`src/logic/fpi_pkg.sv`:
```
// Package: shared constants, types and state codes for fault supervision
package fpi_pkg;
  // Clock and timing
  localparam int SYS_CLK_NS = 10;
  localparam int SCP_BLANK_NS = 4000000;
  localparam int SCP_BLANK_CYC = (SCP_BLANK_NS + SYS_CLK_NS - 1) / SYS_CLK_NS;

  // Register offsets
  localparam logic [7:0] MODE_CONTROL_OFS = 8'h01;
  localparam logic [7:0] FAULT_FLAG_OFS = 8'h02;
  localparam logic [7:0] IRQ_MASK_OFS = 8'h03;

  // Reset values
  localparam logic [7:0] MODE_CONTROL_RST = 8'h00;
  localparam logic [4:0] FAULT_FLAG_RST = 5'h00;
  localparam logic [4:0] IRQ_MASK_RST = 5'h00;

  // Mode control fields; bit 7 is reserved and reads zero
  localparam int MODE_STBY_BIT = 5;
  localparam int MODE_NOGDWN_BIT = 3;
  localparam logic [7:0] MODE_WR_MASK = 8'h7f;

  // Flag and mask field positions
  localparam int FLAG_W = 5;
  localparam int FLG_LIGHT = 0;
  localparam int FLG_OVP = 1;
  localparam int FLG_HOT = 2;
  localparam int FLG_SHORT = 3;
  localparam int FLG_LIGHT2 = 4;

  // Charge-pump gain codes
  localparam logic [1:0] GAIN_1X = 2'h0;
  localparam logic [1:0] GAIN_2X = 2'h2;

  // Sequencer states
  typedef enum logic [4:0] {
    ST_OFF = 5'h01,
    ST_SOFT = 5'h02,
    ST_RUN = 5'h04,
    ST_SHORT = 5'h08,
    ST_HOT = 5'h10
  } fpi_state_t;

  // Analog fault indications
  typedef struct packed {
    logic short_ind;
    logic ovp_high;
    logic ovp_low;
    logic overtemp;
    logic clamp;
  } fpi_sense_t;

  // Drive outputs to the analog power stage
  typedef struct packed {
    logic pump_en;
    logic sinks_en;
    logic core_on;
    logic rout_raise;
    logic low_power;
    logic [1:0] gain;
  } fpi_drive_t;
endpackage : fpi_pkg

```
`src/logic/fpi_fault_seq.sv`:
```
// Fault sequencer: standby, soft start, run, short and thermal shutdown
`timescale 1ns/1ps
module fpi_fault_seq #(
  parameter int BLANK_CYC = fpi_pkg::SCP_BLANK_CYC
) (
  // Clock and reset
  input wire logic sys_clk,
  input wire logic reset,
  // Requests from the register file
  input wire logic start_req,
  input wire logic stop_req,
  // Fault indications
  input wire logic short_ind,
  input wire logic overtemp_ind,
  // Status
  output fpi_pkg::fpi_state_t state,
  output logic pump_active,
  output logic scp_enter,
  output logic tsd_enter
);
  import fpi_pkg::*;

  localparam int TW = (BLANK_CYC > 1) ? $clog2(BLANK_CYC) : 1;
  localparam logic [TW-1:0] TIMER_LAST = TW'(BLANK_CYC - 1);

  generate
    if (BLANK_CYC < 1) begin : g_bad_blank
      $error("BLANK_CYC must be at least one cycle");
    end
  endgenerate

  fpi_state_t state_reg;
  fpi_state_t state_next;
  logic [TW-1:0] timer_reg;
  logic [TW-1:0] timer_next;

  // Next state; overtemperature overrides every other path
  always_comb begin
    state_next = state_reg;
    timer_next = timer_reg;
    unique case (state_reg)
      ST_OFF: begin
        if (start_req) begin
          state_next = ST_SOFT;
          timer_next = '0;
        end
      end
      ST_SOFT: begin
        if (stop_req) begin
          state_next = ST_OFF;
        end else if (timer_reg == TIMER_LAST) begin
          state_next = ST_RUN;
        end else begin
          timer_next = timer_reg + TW'(1);
        end
      end
      ST_RUN: begin
        if (stop_req) begin
          state_next = ST_OFF;
        end else if (short_ind) begin
          state_next = ST_SHORT;
        end
      end
      ST_SHORT, ST_HOT: begin
        if (start_req) begin
          state_next = ST_SOFT;
          timer_next = '0;
        end
      end
    endcase
    if (overtemp_ind) begin
      state_next = ST_HOT;
    end
  end

  // State registers
  always_ff @(posedge sys_clk) begin
    if (reset) begin
      state_reg <= ST_OFF;
      timer_reg <= '0;
    end else begin
      state_reg <= state_next;
      timer_reg <= timer_next;
    end
  end

  // Short sensing only in run, so startup and restarts are blind
  assign state = state_reg;
  assign pump_active = (state_reg == ST_SOFT) || (state_reg == ST_RUN);
  assign scp_enter = (state_reg == ST_RUN) && short_ind && !stop_req && !overtemp_ind;
  assign tsd_enter = overtemp_ind && (state_reg != ST_HOT);
endmodule : fpi_fault_seq

```
`src/logic/fpi_fault_irq.sv`:
```
// Fault protection and interrupt logic for a charge-pump LED driver
`timescale 1ns/1ps
module fpi_fault_irq #(
  parameter int BLANK_CYC = fpi_pkg::SCP_BLANK_CYC,
  parameter int SINKS = 7
) (
  // Clock and reset
  input wire logic sys_clk,
  input wire logic reset,
  input wire logic uvlo_ind,
  // Register port behind the two-wire interface
  input wire logic [7:0] reg_addr,
  input wire logic reg_wr,
  input wire logic [7:0] reg_wdata,
  input wire logic reg_rd,
  output logic [7:0] reg_rdata,
  // Analog fault indications
  input fpi_pkg::fpi_sense_t sense,
  // Light-sensor threshold outputs, bit 1 dark, bit 0 office
  input wire logic [1:0] light_main,
  input wire logic [1:0] light_second,
  // Current-sink headroom evaluation
  input wire logic gain_eval,
  input wire logic [SINKS-1:0] sink_on,
  input wire logic [SINKS-1:0] headroom_low,
  input wire logic [SINKS-1:0] headroom_high,
  // Power stage drive and interrupt pin
  output fpi_pkg::fpi_drive_t drive,
  output logic irq_out_n
);
  import fpi_pkg::*;

  generate
    if (SINKS < 1) begin : g_bad_sinks
      $error("SINKS must be at least one");
    end
  endgenerate

  logic rst;
  logic wr_mode;
  logic wr_flag;
  logic wr_mask;
  logic start_req;
  logic stop_req;
  logic pump_active;
  logic scp_enter;
  logic tsd_enter;
  logic ovp_enter;
  logic [1:0] light_change;
  logic [FLAG_W-1:0] flag_set;
  fpi_state_t state;

  logic [7:0] mode_control_reg;
  logic [7:0] mode_control_next;
  logic [FLAG_W-1:0] fault_flag_reg;
  logic [FLAG_W-1:0] fault_flag_next;
  logic [FLAG_W-1:0] irq_mask_reg;
  logic [FLAG_W-1:0] irq_mask_next;
  logic ovp_mode_reg;
  logic ovp_mode_next;
  logic [1:0] gain_reg;
  logic [1:0] gain_next;
  logic [1:0] light_prev_reg [2];
  logic [1:0] light_prev_next [2];
  logic [7:0] rdata_reg;
  logic [7:0] rdata_next;
  fpi_drive_t drive_reg;
  fpi_drive_t drive_next;

  // Undervoltage acts as a reset of every register
  assign rst = reset || uvlo_ind;

  // Register write decode
  assign wr_mode = reg_wr && (reg_addr == MODE_CONTROL_OFS);
  assign wr_flag = reg_wr && (reg_addr == FAULT_FLAG_OFS);
  assign wr_mask = reg_wr && (reg_addr == IRQ_MASK_OFS);

  // Each write of one to the release bit is a start request
  assign start_req = wr_mode && reg_wdata[MODE_STBY_BIT];
  assign stop_req = !mode_control_reg[MODE_STBY_BIT];

  fpi_fault_seq #(
    .BLANK_CYC(BLANK_CYC)
  ) u_seq (
    .sys_clk(sys_clk),
    .reset(rst),
    .start_req(start_req),
    .stop_req(stop_req),
    .short_ind(sense.short_ind),
    .overtemp_ind(sense.overtemp),
    .state(state),
    .pump_active(pump_active),
    .scp_enter(scp_enter),
    .tsd_enter(tsd_enter)
  );

  // Edge detection on both threshold outputs of both sensors
  genvar gi;
  generate
    for (gi = 0; gi < 2; gi++) begin : g_light
      logic [1:0] light_now;
      assign light_now = (gi == 0) ? light_main : light_second;
      assign light_prev_next[gi] = light_now;
      assign light_change[gi] = |(light_now ^ light_prev_reg[gi]);
    end
  endgenerate

  // Overvoltage entry while the pump runs
  assign ovp_enter = pump_active && !ovp_mode_reg && sense.ovp_high;

  // Hardware set sources for the flag register
  always_comb begin
    flag_set = '0;
    flag_set[FLG_LIGHT] = light_change[0];
    flag_set[FLG_LIGHT2] = light_change[1];
    flag_set[FLG_OVP] = ovp_enter;
    flag_set[FLG_HOT] = sense.overtemp;
    flag_set[FLG_SHORT] = scp_enter;
  end

  // Next values of the register file; hardware set beats a clear
  always_comb begin
    mode_control_next = mode_control_reg;
    irq_mask_next = irq_mask_reg;
    if (wr_mode) begin
      mode_control_next = reg_wdata & MODE_WR_MASK;
    end
    if (scp_enter || tsd_enter) begin
      mode_control_next[MODE_STBY_BIT] = 1'b0;
    end
    if (wr_mask) begin
      irq_mask_next = reg_wdata[FLAG_W-1:0];
    end
    fault_flag_next = fault_flag_reg;
    if (wr_flag) begin
      fault_flag_next = fault_flag_reg & ~reg_wdata[FLAG_W-1:0];
    end
    fault_flag_next = fault_flag_next | flag_set;
  end

  // Overvoltage hysteresis and automatic gain selection
  always_comb begin
    ovp_mode_next = ovp_mode_reg;
    if (!pump_active) begin
      ovp_mode_next = 1'b0;
    end else if (ovp_enter) begin
      ovp_mode_next = 1'b1;
    end else if (ovp_mode_reg && sense.ovp_low) begin
      ovp_mode_next = 1'b0;
    end
    gain_next = gain_reg;
    if (!pump_active || !(|sink_on)) begin
      gain_next = GAIN_1X;
    end else if (gain_eval) begin
      if (|(headroom_low & sink_on) && (gain_reg != GAIN_2X)) begin
        gain_next = gain_reg + 2'h1;
      end else if (((headroom_high | ~sink_on) == '1) && !mode_control_reg[MODE_NOGDWN_BIT] &&
                   (gain_reg != GAIN_1X)) begin
        gain_next = gain_reg - 2'h1;
      end
    end
  end

  // Drive outputs and read data
  always_comb begin
    drive_next.pump_en = pump_active && !ovp_mode_next;
    drive_next.sinks_en = pump_active;
    drive_next.core_on = (state != ST_HOT) && !tsd_enter;
    drive_next.rout_raise = pump_active && sense.clamp;
    drive_next.low_power = (state == ST_SHORT) || (state == ST_HOT) || (state == ST_OFF);
    drive_next.gain = gain_next;
    rdata_next = rdata_reg;
    if (reg_rd) begin
      unique case (reg_addr)
        MODE_CONTROL_OFS: rdata_next = mode_control_reg;
        FAULT_FLAG_OFS: rdata_next = {3'h0, fault_flag_reg};
        IRQ_MASK_OFS: rdata_next = {3'h0, irq_mask_reg};
        default: rdata_next = 8'h00;
      endcase
    end
  end

  // Registers
  always_ff @(posedge sys_clk) begin
    if (rst) begin
      mode_control_reg <= MODE_CONTROL_RST;
      fault_flag_reg <= FAULT_FLAG_RST;
      irq_mask_reg <= IRQ_MASK_RST;
      ovp_mode_reg <= 1'b0;
      gain_reg <= GAIN_1X;
      light_prev_reg[0] <= light_prev_next[0]; // Level present at reset is no edge
      light_prev_reg[1] <= light_prev_next[1];
      rdata_reg <= 8'h00;
      drive_reg <= '0;
    end else begin
      mode_control_reg <= mode_control_next;
      fault_flag_reg <= fault_flag_next;
      irq_mask_reg <= irq_mask_next;
      ovp_mode_reg <= ovp_mode_next;
      gain_reg <= gain_next;
      light_prev_reg[0] <= light_prev_next[0];
      light_prev_reg[1] <= light_prev_next[1];
      rdata_reg <= rdata_next;
      drive_reg <= drive_next;
    end
  end

  // Interrupt pin from masked flags, active low
  assign irq_out_n = !(|(fault_flag_reg & irq_mask_reg));
  assign drive = drive_reg;
  assign reg_rdata = rdata_reg;
endmodule : fpi_fault_irq

```
`config.mk`:
```
export PLATFORM = sky130hd
export DESIGN_NAME = fpi_fault_irq
export DESIGN_NICKNAME = d
export VERILOG_FILES = /design/src/logic/fpi_pkg.sv /design/src/logic/fpi_fault_seq.sv /design/src/logic/fpi_fault_irq.sv
export SDC_FILE = /design/constraint.sdc
export NUM_CORES = 1
export LEC_CHECK = 0
export BUFFER_PORTS_ARGS = -buffer_cell sky130_fd_sc_hd__buf_4
export CORE_UTILIZATION = 57
export DETAILED_ROUTE_END_ITERATION = 6
export PLACE_DENSITY = 0.94
export SETUP_SLACK_MARGIN = 0.02
export SYNTH_ARGS = -nofsm -noshare
export SYNTH_HDL_FRONTEND = slang
export SYNTH_SLANG_ARGS = --single-unit
```
`constraint.sdc`:
```
create_clock -name sys_clk -period 4.4 [get_ports sys_clk]
set_clock_uncertainty 0.2 [all_clocks]
set_input_delay 0.88 -clock sys_clk [delete_from_list [all_inputs] [get_ports sys_clk]]
set_output_delay 0.88 -clock sys_clk [all_outputs]
set_load 0.02 [all_outputs]
```
# Word-level counts from Yosys, hierarchy flattened

Memories as Yosys holds them, arrays and structs flattened.
Cells that the tools add are included.

Input port bits: 52
Register bits after elaboration: 57
Memories kept: 1
Bits in writable memories: 4

Mux-type cells: 24
Bitwise operators: 11
Eq/ne operators: 20
Add/sub/neg operators: 3
Reductions and logical operators: 47

Memory list:

| name           | depth | width | read ports | clocked after Yosys merged registers in | write ports | line                | text |
|---|---|---|---|---|---|---|---|
| light_prev_reg | 2     | 2     | 2          | 0                                       | 2           | fpi_fault_irq.sv:63 | `logic [1:0] light_prev_reg [2];` |

Operators by type and width:

| kind                                                 | count |
|---|---|
| two-way mux 19 bit                                   | 3 |
| one-hot mux 19 bit (2 select lines)                  | 1 |
| two-way mux 5 bit                                    | 7 |
| one-hot mux 7 bit (3 select lines)                   | 1 |
| adder 19 x 1 -> 19 bit (second input constant)       | 1 |
| equality test 19 bit (second input constant)         | 1 |
| logical AND 1 bit                                    | 17 |
| equality test 8 x 2 -> 1 bit (second input constant) | 2 |
| one-hot mux 5 bit (3 select lines)                   | 1 |
| OR reduction 7 bit                                   | 2 |
| bitwise AND 5 bit                                    | 2 |
| two-way mux 2 bit                                    | 5 |
| OR reduction 2 bit                                   | 5 |
| equality test 8 x 1 -> 1 bit (second input constant) | 1 |
| logical NOT 1 bit                                    | 8 |
| bitwise AND 7 bit                                    | 1 |
| equality test 7 bit (second input constant)          | 1 |
| inverter 7 bit                                       | 1 |
| bitwise OR 7 bit                                     | 1 |
| logical OR 1 bit                                     | 6 |
| two-way mux 1 bit                                    | 6 |
| != test 2 bit (second input constant)                | 3 |
| AND reduction 3 bit                                  | 2 |
| nonzero test 2 bit                                   | 3 |
| other kinds (22)                                     | 24 |

# Longest topological paths before layout

Depth in word-level cells: 8
Depth in mapped cells: 8
Mapped depth without buffers: 6

# Cells and area by module

Synthesis repeated with hierarchy kept, for this count alone.

Cells, all modules: 349
Area, all modules: 3027.9 sq um

By module, submodules not included:

| module        | seq. area each (sq um) | cells each | instances | area each (sq um) |
|---|---|---|---|---|
| fpi_fault_irq | 720.7                  | 189        | 1         | 1682.9 |
| fpi_fault_seq | 480.5                  | 160        | 1         | 1345.0 |

# Worst setup path after synthesis

No wires, ideal clock.

Kind: input to register
From: input reg_addr[3]
To: register u_seq.timer_reg[14]
Buffers on the path: 1
Path slack: 1.361 ns
Cell stages on the path: 7
Library setup time: 0.124 ns
Arrival time: 2.716 ns
Data required time: 4.076 ns
Cell sequence: or4_4 > nor4b_4 > nand4_2 > buf_4 > a2111oi_2 > xnor2_1 > nor2_1

Longest elaborated chain between the ends: 5

RTL lines:

| what                                    | line                | text |
|---|---|---|
| start: declaration                      | fpi_fault_irq.sv:12 | `input wire logic [7:0] reg_addr,` |
| equality test 8 x 1 -> 1 bit            | fpi_fault_irq.sv:74 | `assign wr_mode = reg_wr && (reg_addr == MODE_CONTROL_OFS);` |
| logical AND 1 bit                       | fpi_fault_irq.sv:74 |  |
| logical AND 1 bit                       | fpi_fault_irq.sv:79 | `assign start_req = wr_mode && reg_wdata[MODE_STBY_BIT];` |
| != test 2 x 1 -> 1 bit (no source line) | --                  |  |
| AND reduction 4 bit (no source line)    | --                  |  |
| end signal: assignment                  | fpi_fault_seq.sv:83 | `timer_reg <= timer_next;` |
| end: declaration                        | fpi_fault_seq.sv:34 | `logic [TW-1:0] timer_reg;` |

No other way between the ends.
A chain may end at the register's enable or synchronous reset.

# Worst setup path after layout

From: input reg_addr[3]
To: register u_seq.timer_reg[8]

Same word-level chain as after synthesis.

==> flow_summary.json <==
{
  "status": "completed",
  "worst_ep_required_time_ps": 4420,
  "longest_individual_stage_delay_on_the_worst_path_ps": 540,
  "clk_path_buf_depth": 2,
  "ys_ff_latch": 60,
  "placed_cell_area_sq_mm": 0.00340,
  "maxClockFrequency_ghz": 0.329,
  "most_common_cell_in_the_netlist": "dfxtp_1",
  "power.ir.vdd_worst_mv": 0.203,
  "worst_path_max_delay_cell": "or4_4",
  "post_synth_edffs": 0,
  "rows": 25,
  "clk_latency_ps": 330,
  "first_pass_drt_iterations": 5,
  "post-place-cells": 459,
  "grt_max_degree": 31,
  "initial_utilization_pct": 60.0,
  "critical_path_arrival_ps": 3050,
  "post_cts_resized": 0,
  "drt-wirelength-per-cell_um": 14.0,
  "cp_cell_sequence": "buf_4 -> or4_4 -> nor4b_4 -> nand4_2 -> buf_4 -> a211oi_1 -> xnor2_1 -> nor2_1",
  "diodes": 0,
  "detailedPlacementHpwl_um": 4790,
  "synth-warning-count": 0,
  "grt_usage_pct": 26.9,
  "actual_transition_at_the_worst_max_transition_pin_ps": 793,
  "clk_pin_slew_worst_paths_ps": 60,
  "global_route.overflow_total": 0,
  "gpl.final_weighted_congestion": 0.874,
  "crit_path_max_fanout": 13,
  "detail_route.iter0.violations": 201,
  "root_buffer": "clkbuf_8",
  "final_hold_viol_count": 0,
  "tritoncts": "built",
  "via_count": 2724,
  "top_level_port_count": 68,
  "clock_sinks": 60,
  "power_per_cell_area_mw_per_mm2": 297,
  "synth.top_cells.by_count": "dfxtp_1 (60), nor2_1 (43), nand2_1 (32), a21oi_1 (27), xnor2_1 (23)",
  "areaGrowthSynthToFinish_pct": 24.1,
  "timing.hold.worst.class": "flop to flop",
  "cts.repair_timing.setup_buffer_count": 0,
  "tns_ps": 0,
  "syn_inst": 339,
  "path_delay_family": "simple AND/OR/NAND/NOR gates",
  "synth.distinct_cells": 51,
  "period_needed_ps": 3040,
  "post_synth_main_area_contributors": "dfxtp_1 (42%), xnor2_1 (7.0%), nor2_1 (5.6%)",
  "setup_repair_after_global_routing_missed_its_margin": "false",
  "timing.critical_path.mode_cell": "buf_4",
  "async_flop_share_pct": 0,
  "setup_violations": 0,
  "setup.worst_path.class": "primary input to flop",
  "grt_antenna_before_repair": 0,
  "fin_worst_hold_slack_ps": 252,
  "endpoint_kind": "flop",
  "finish.instance_area_sq_mm": 0.00356,
  "worst-path-buf-inv": 2,
  "total_wirelength_of_the_detailed_routed_design_um": 6660,
  "max_slew_margin_pct": 47.1,
  "drtAntennaViolNets": 0,
  "yosysSeqAreaShare_pct": 41.8,
  "finalCritPeriodShare_pct": 69.0,
  "syn_avg_cell_area_sq_um": 8.47,
  "drv_cap": 0,
  "p_leak_nw": 1.34,
  "cts_inserted_buffers": 9,
  "largest_reg_flops": 19,
  "synth_flop_cell": "dfxtp_1",
  "post_layout_nonfiller_instances": 475,
  "first_global_vias": 2626,
  "port_buffers": 65,
  "vias_per_cell": 5.73,
  "die_h_um": 73.0,
  "grt_first_pass_wirelength_um": 11000,
  "drive_above_1_share_pct": 22.5,
  "fp.dieW_um": 73.0,
  "h-tree-depth": 3,
  "mappedNetlistNets": 392,
  "cts_hold_buffers": 0,
  "floorplan.die_area_sq_mm": 0.00532,
  "synth_top_area_share_pct": 41.8,
  "timing_max_transition_violations_final": 0,
  "nets": 456,
  "post_synth_instance_area_sq_mm": 0.00287,
  "drt_drc_violations_left": 0,
  "cp-start-kind": "primary input",
  "yosysTopAreaCell": "dfxtp_1",
  "fp.coreArea_sq_mm": 0.00479
}
==> metal layers <==
metal  GRT usage, %  vias to the layer above  wire, um
met1           30.0                     1280      2740
li1               -                     1324         -
met5              0                        -         0
met4           14.6                        0       138
met2           46.0                      107      3300
met3           7.87                       13       481
==> per-stage QoR <==
step | setup slack (ps) | util [%] | power (mW)
after floorplan | 1360 | - | 0.606
after global placement | 1100 | 71.0 | 0.651
after detailed placement | 1010 | 71.0 | 0.653
after CTS | 1350 | 74.4 | 1.07
after global routing | 1230 | 74.4 | 1.10
final | 1360 | 74.4 | 1.06
==> placed cells by master (no fill, tap or decap), types with 11 or more instances in the layout <==
cell type  count
buf_4         69
dfxtp_1       60
nor2_1        43
nand2_1       32
a21oi_1       27
xnor2_1       23
nand3_1       22
inv_1         11
o21ai_0       11
mux2i_1       11
==> logic make-up after synthesis <==
logic type | share of synthesized area (%)
compound gates | 17.8
xor+xnor | 7.32
fa+ha+maj | 0.436
buf+inv | 3.97
flops | 41.8
mux | 3.84
other cells | 0.131
simple gates | 24.6
==> power by group <==
part / switching (mW) / internal (mW)
logic: 0.0411 / 0.0473
registers: 0.00491 / 0.549
clock network: 0.196 / 0.219
==> worst register-to-register path, stage by stage (launching register included) <==
cell      delay [ps]
dfxtp_1          350
or4_1            530
or4_1            500
o21bai_1         640
buf_4            310
a211oi_1         110
xnor2_1          180
nor2_1            60
==> worst paths after layout <==
kind | start | end | slack [ps] | depth (start not counted)
worst max-delay path | reg_addr[3] | u_seq.timer_reg[8] | 1360 | 8
worst min-delay path | mode_control_reg[6] | mode_control_reg[6] | 250 | 2
worst max register to register | u_seq.timer_reg[13] | u_seq.timer_reg[8] | 1400 | 7
worst min register to register | mode_control_reg[6] | mode_control_reg[6] | 250 | 2
==> layout make-up <==
class                   count  area (sq um)
clock buffers              14           153
clock inverters             2          10.0
well taps                  67          83.8
fillers                   344          1220
repair buffers             69           518
inverters                  11          41.3
flip-flops and latches     60          1200
multi-input cells         252          1560
Power figures use the tool's default switching activity.
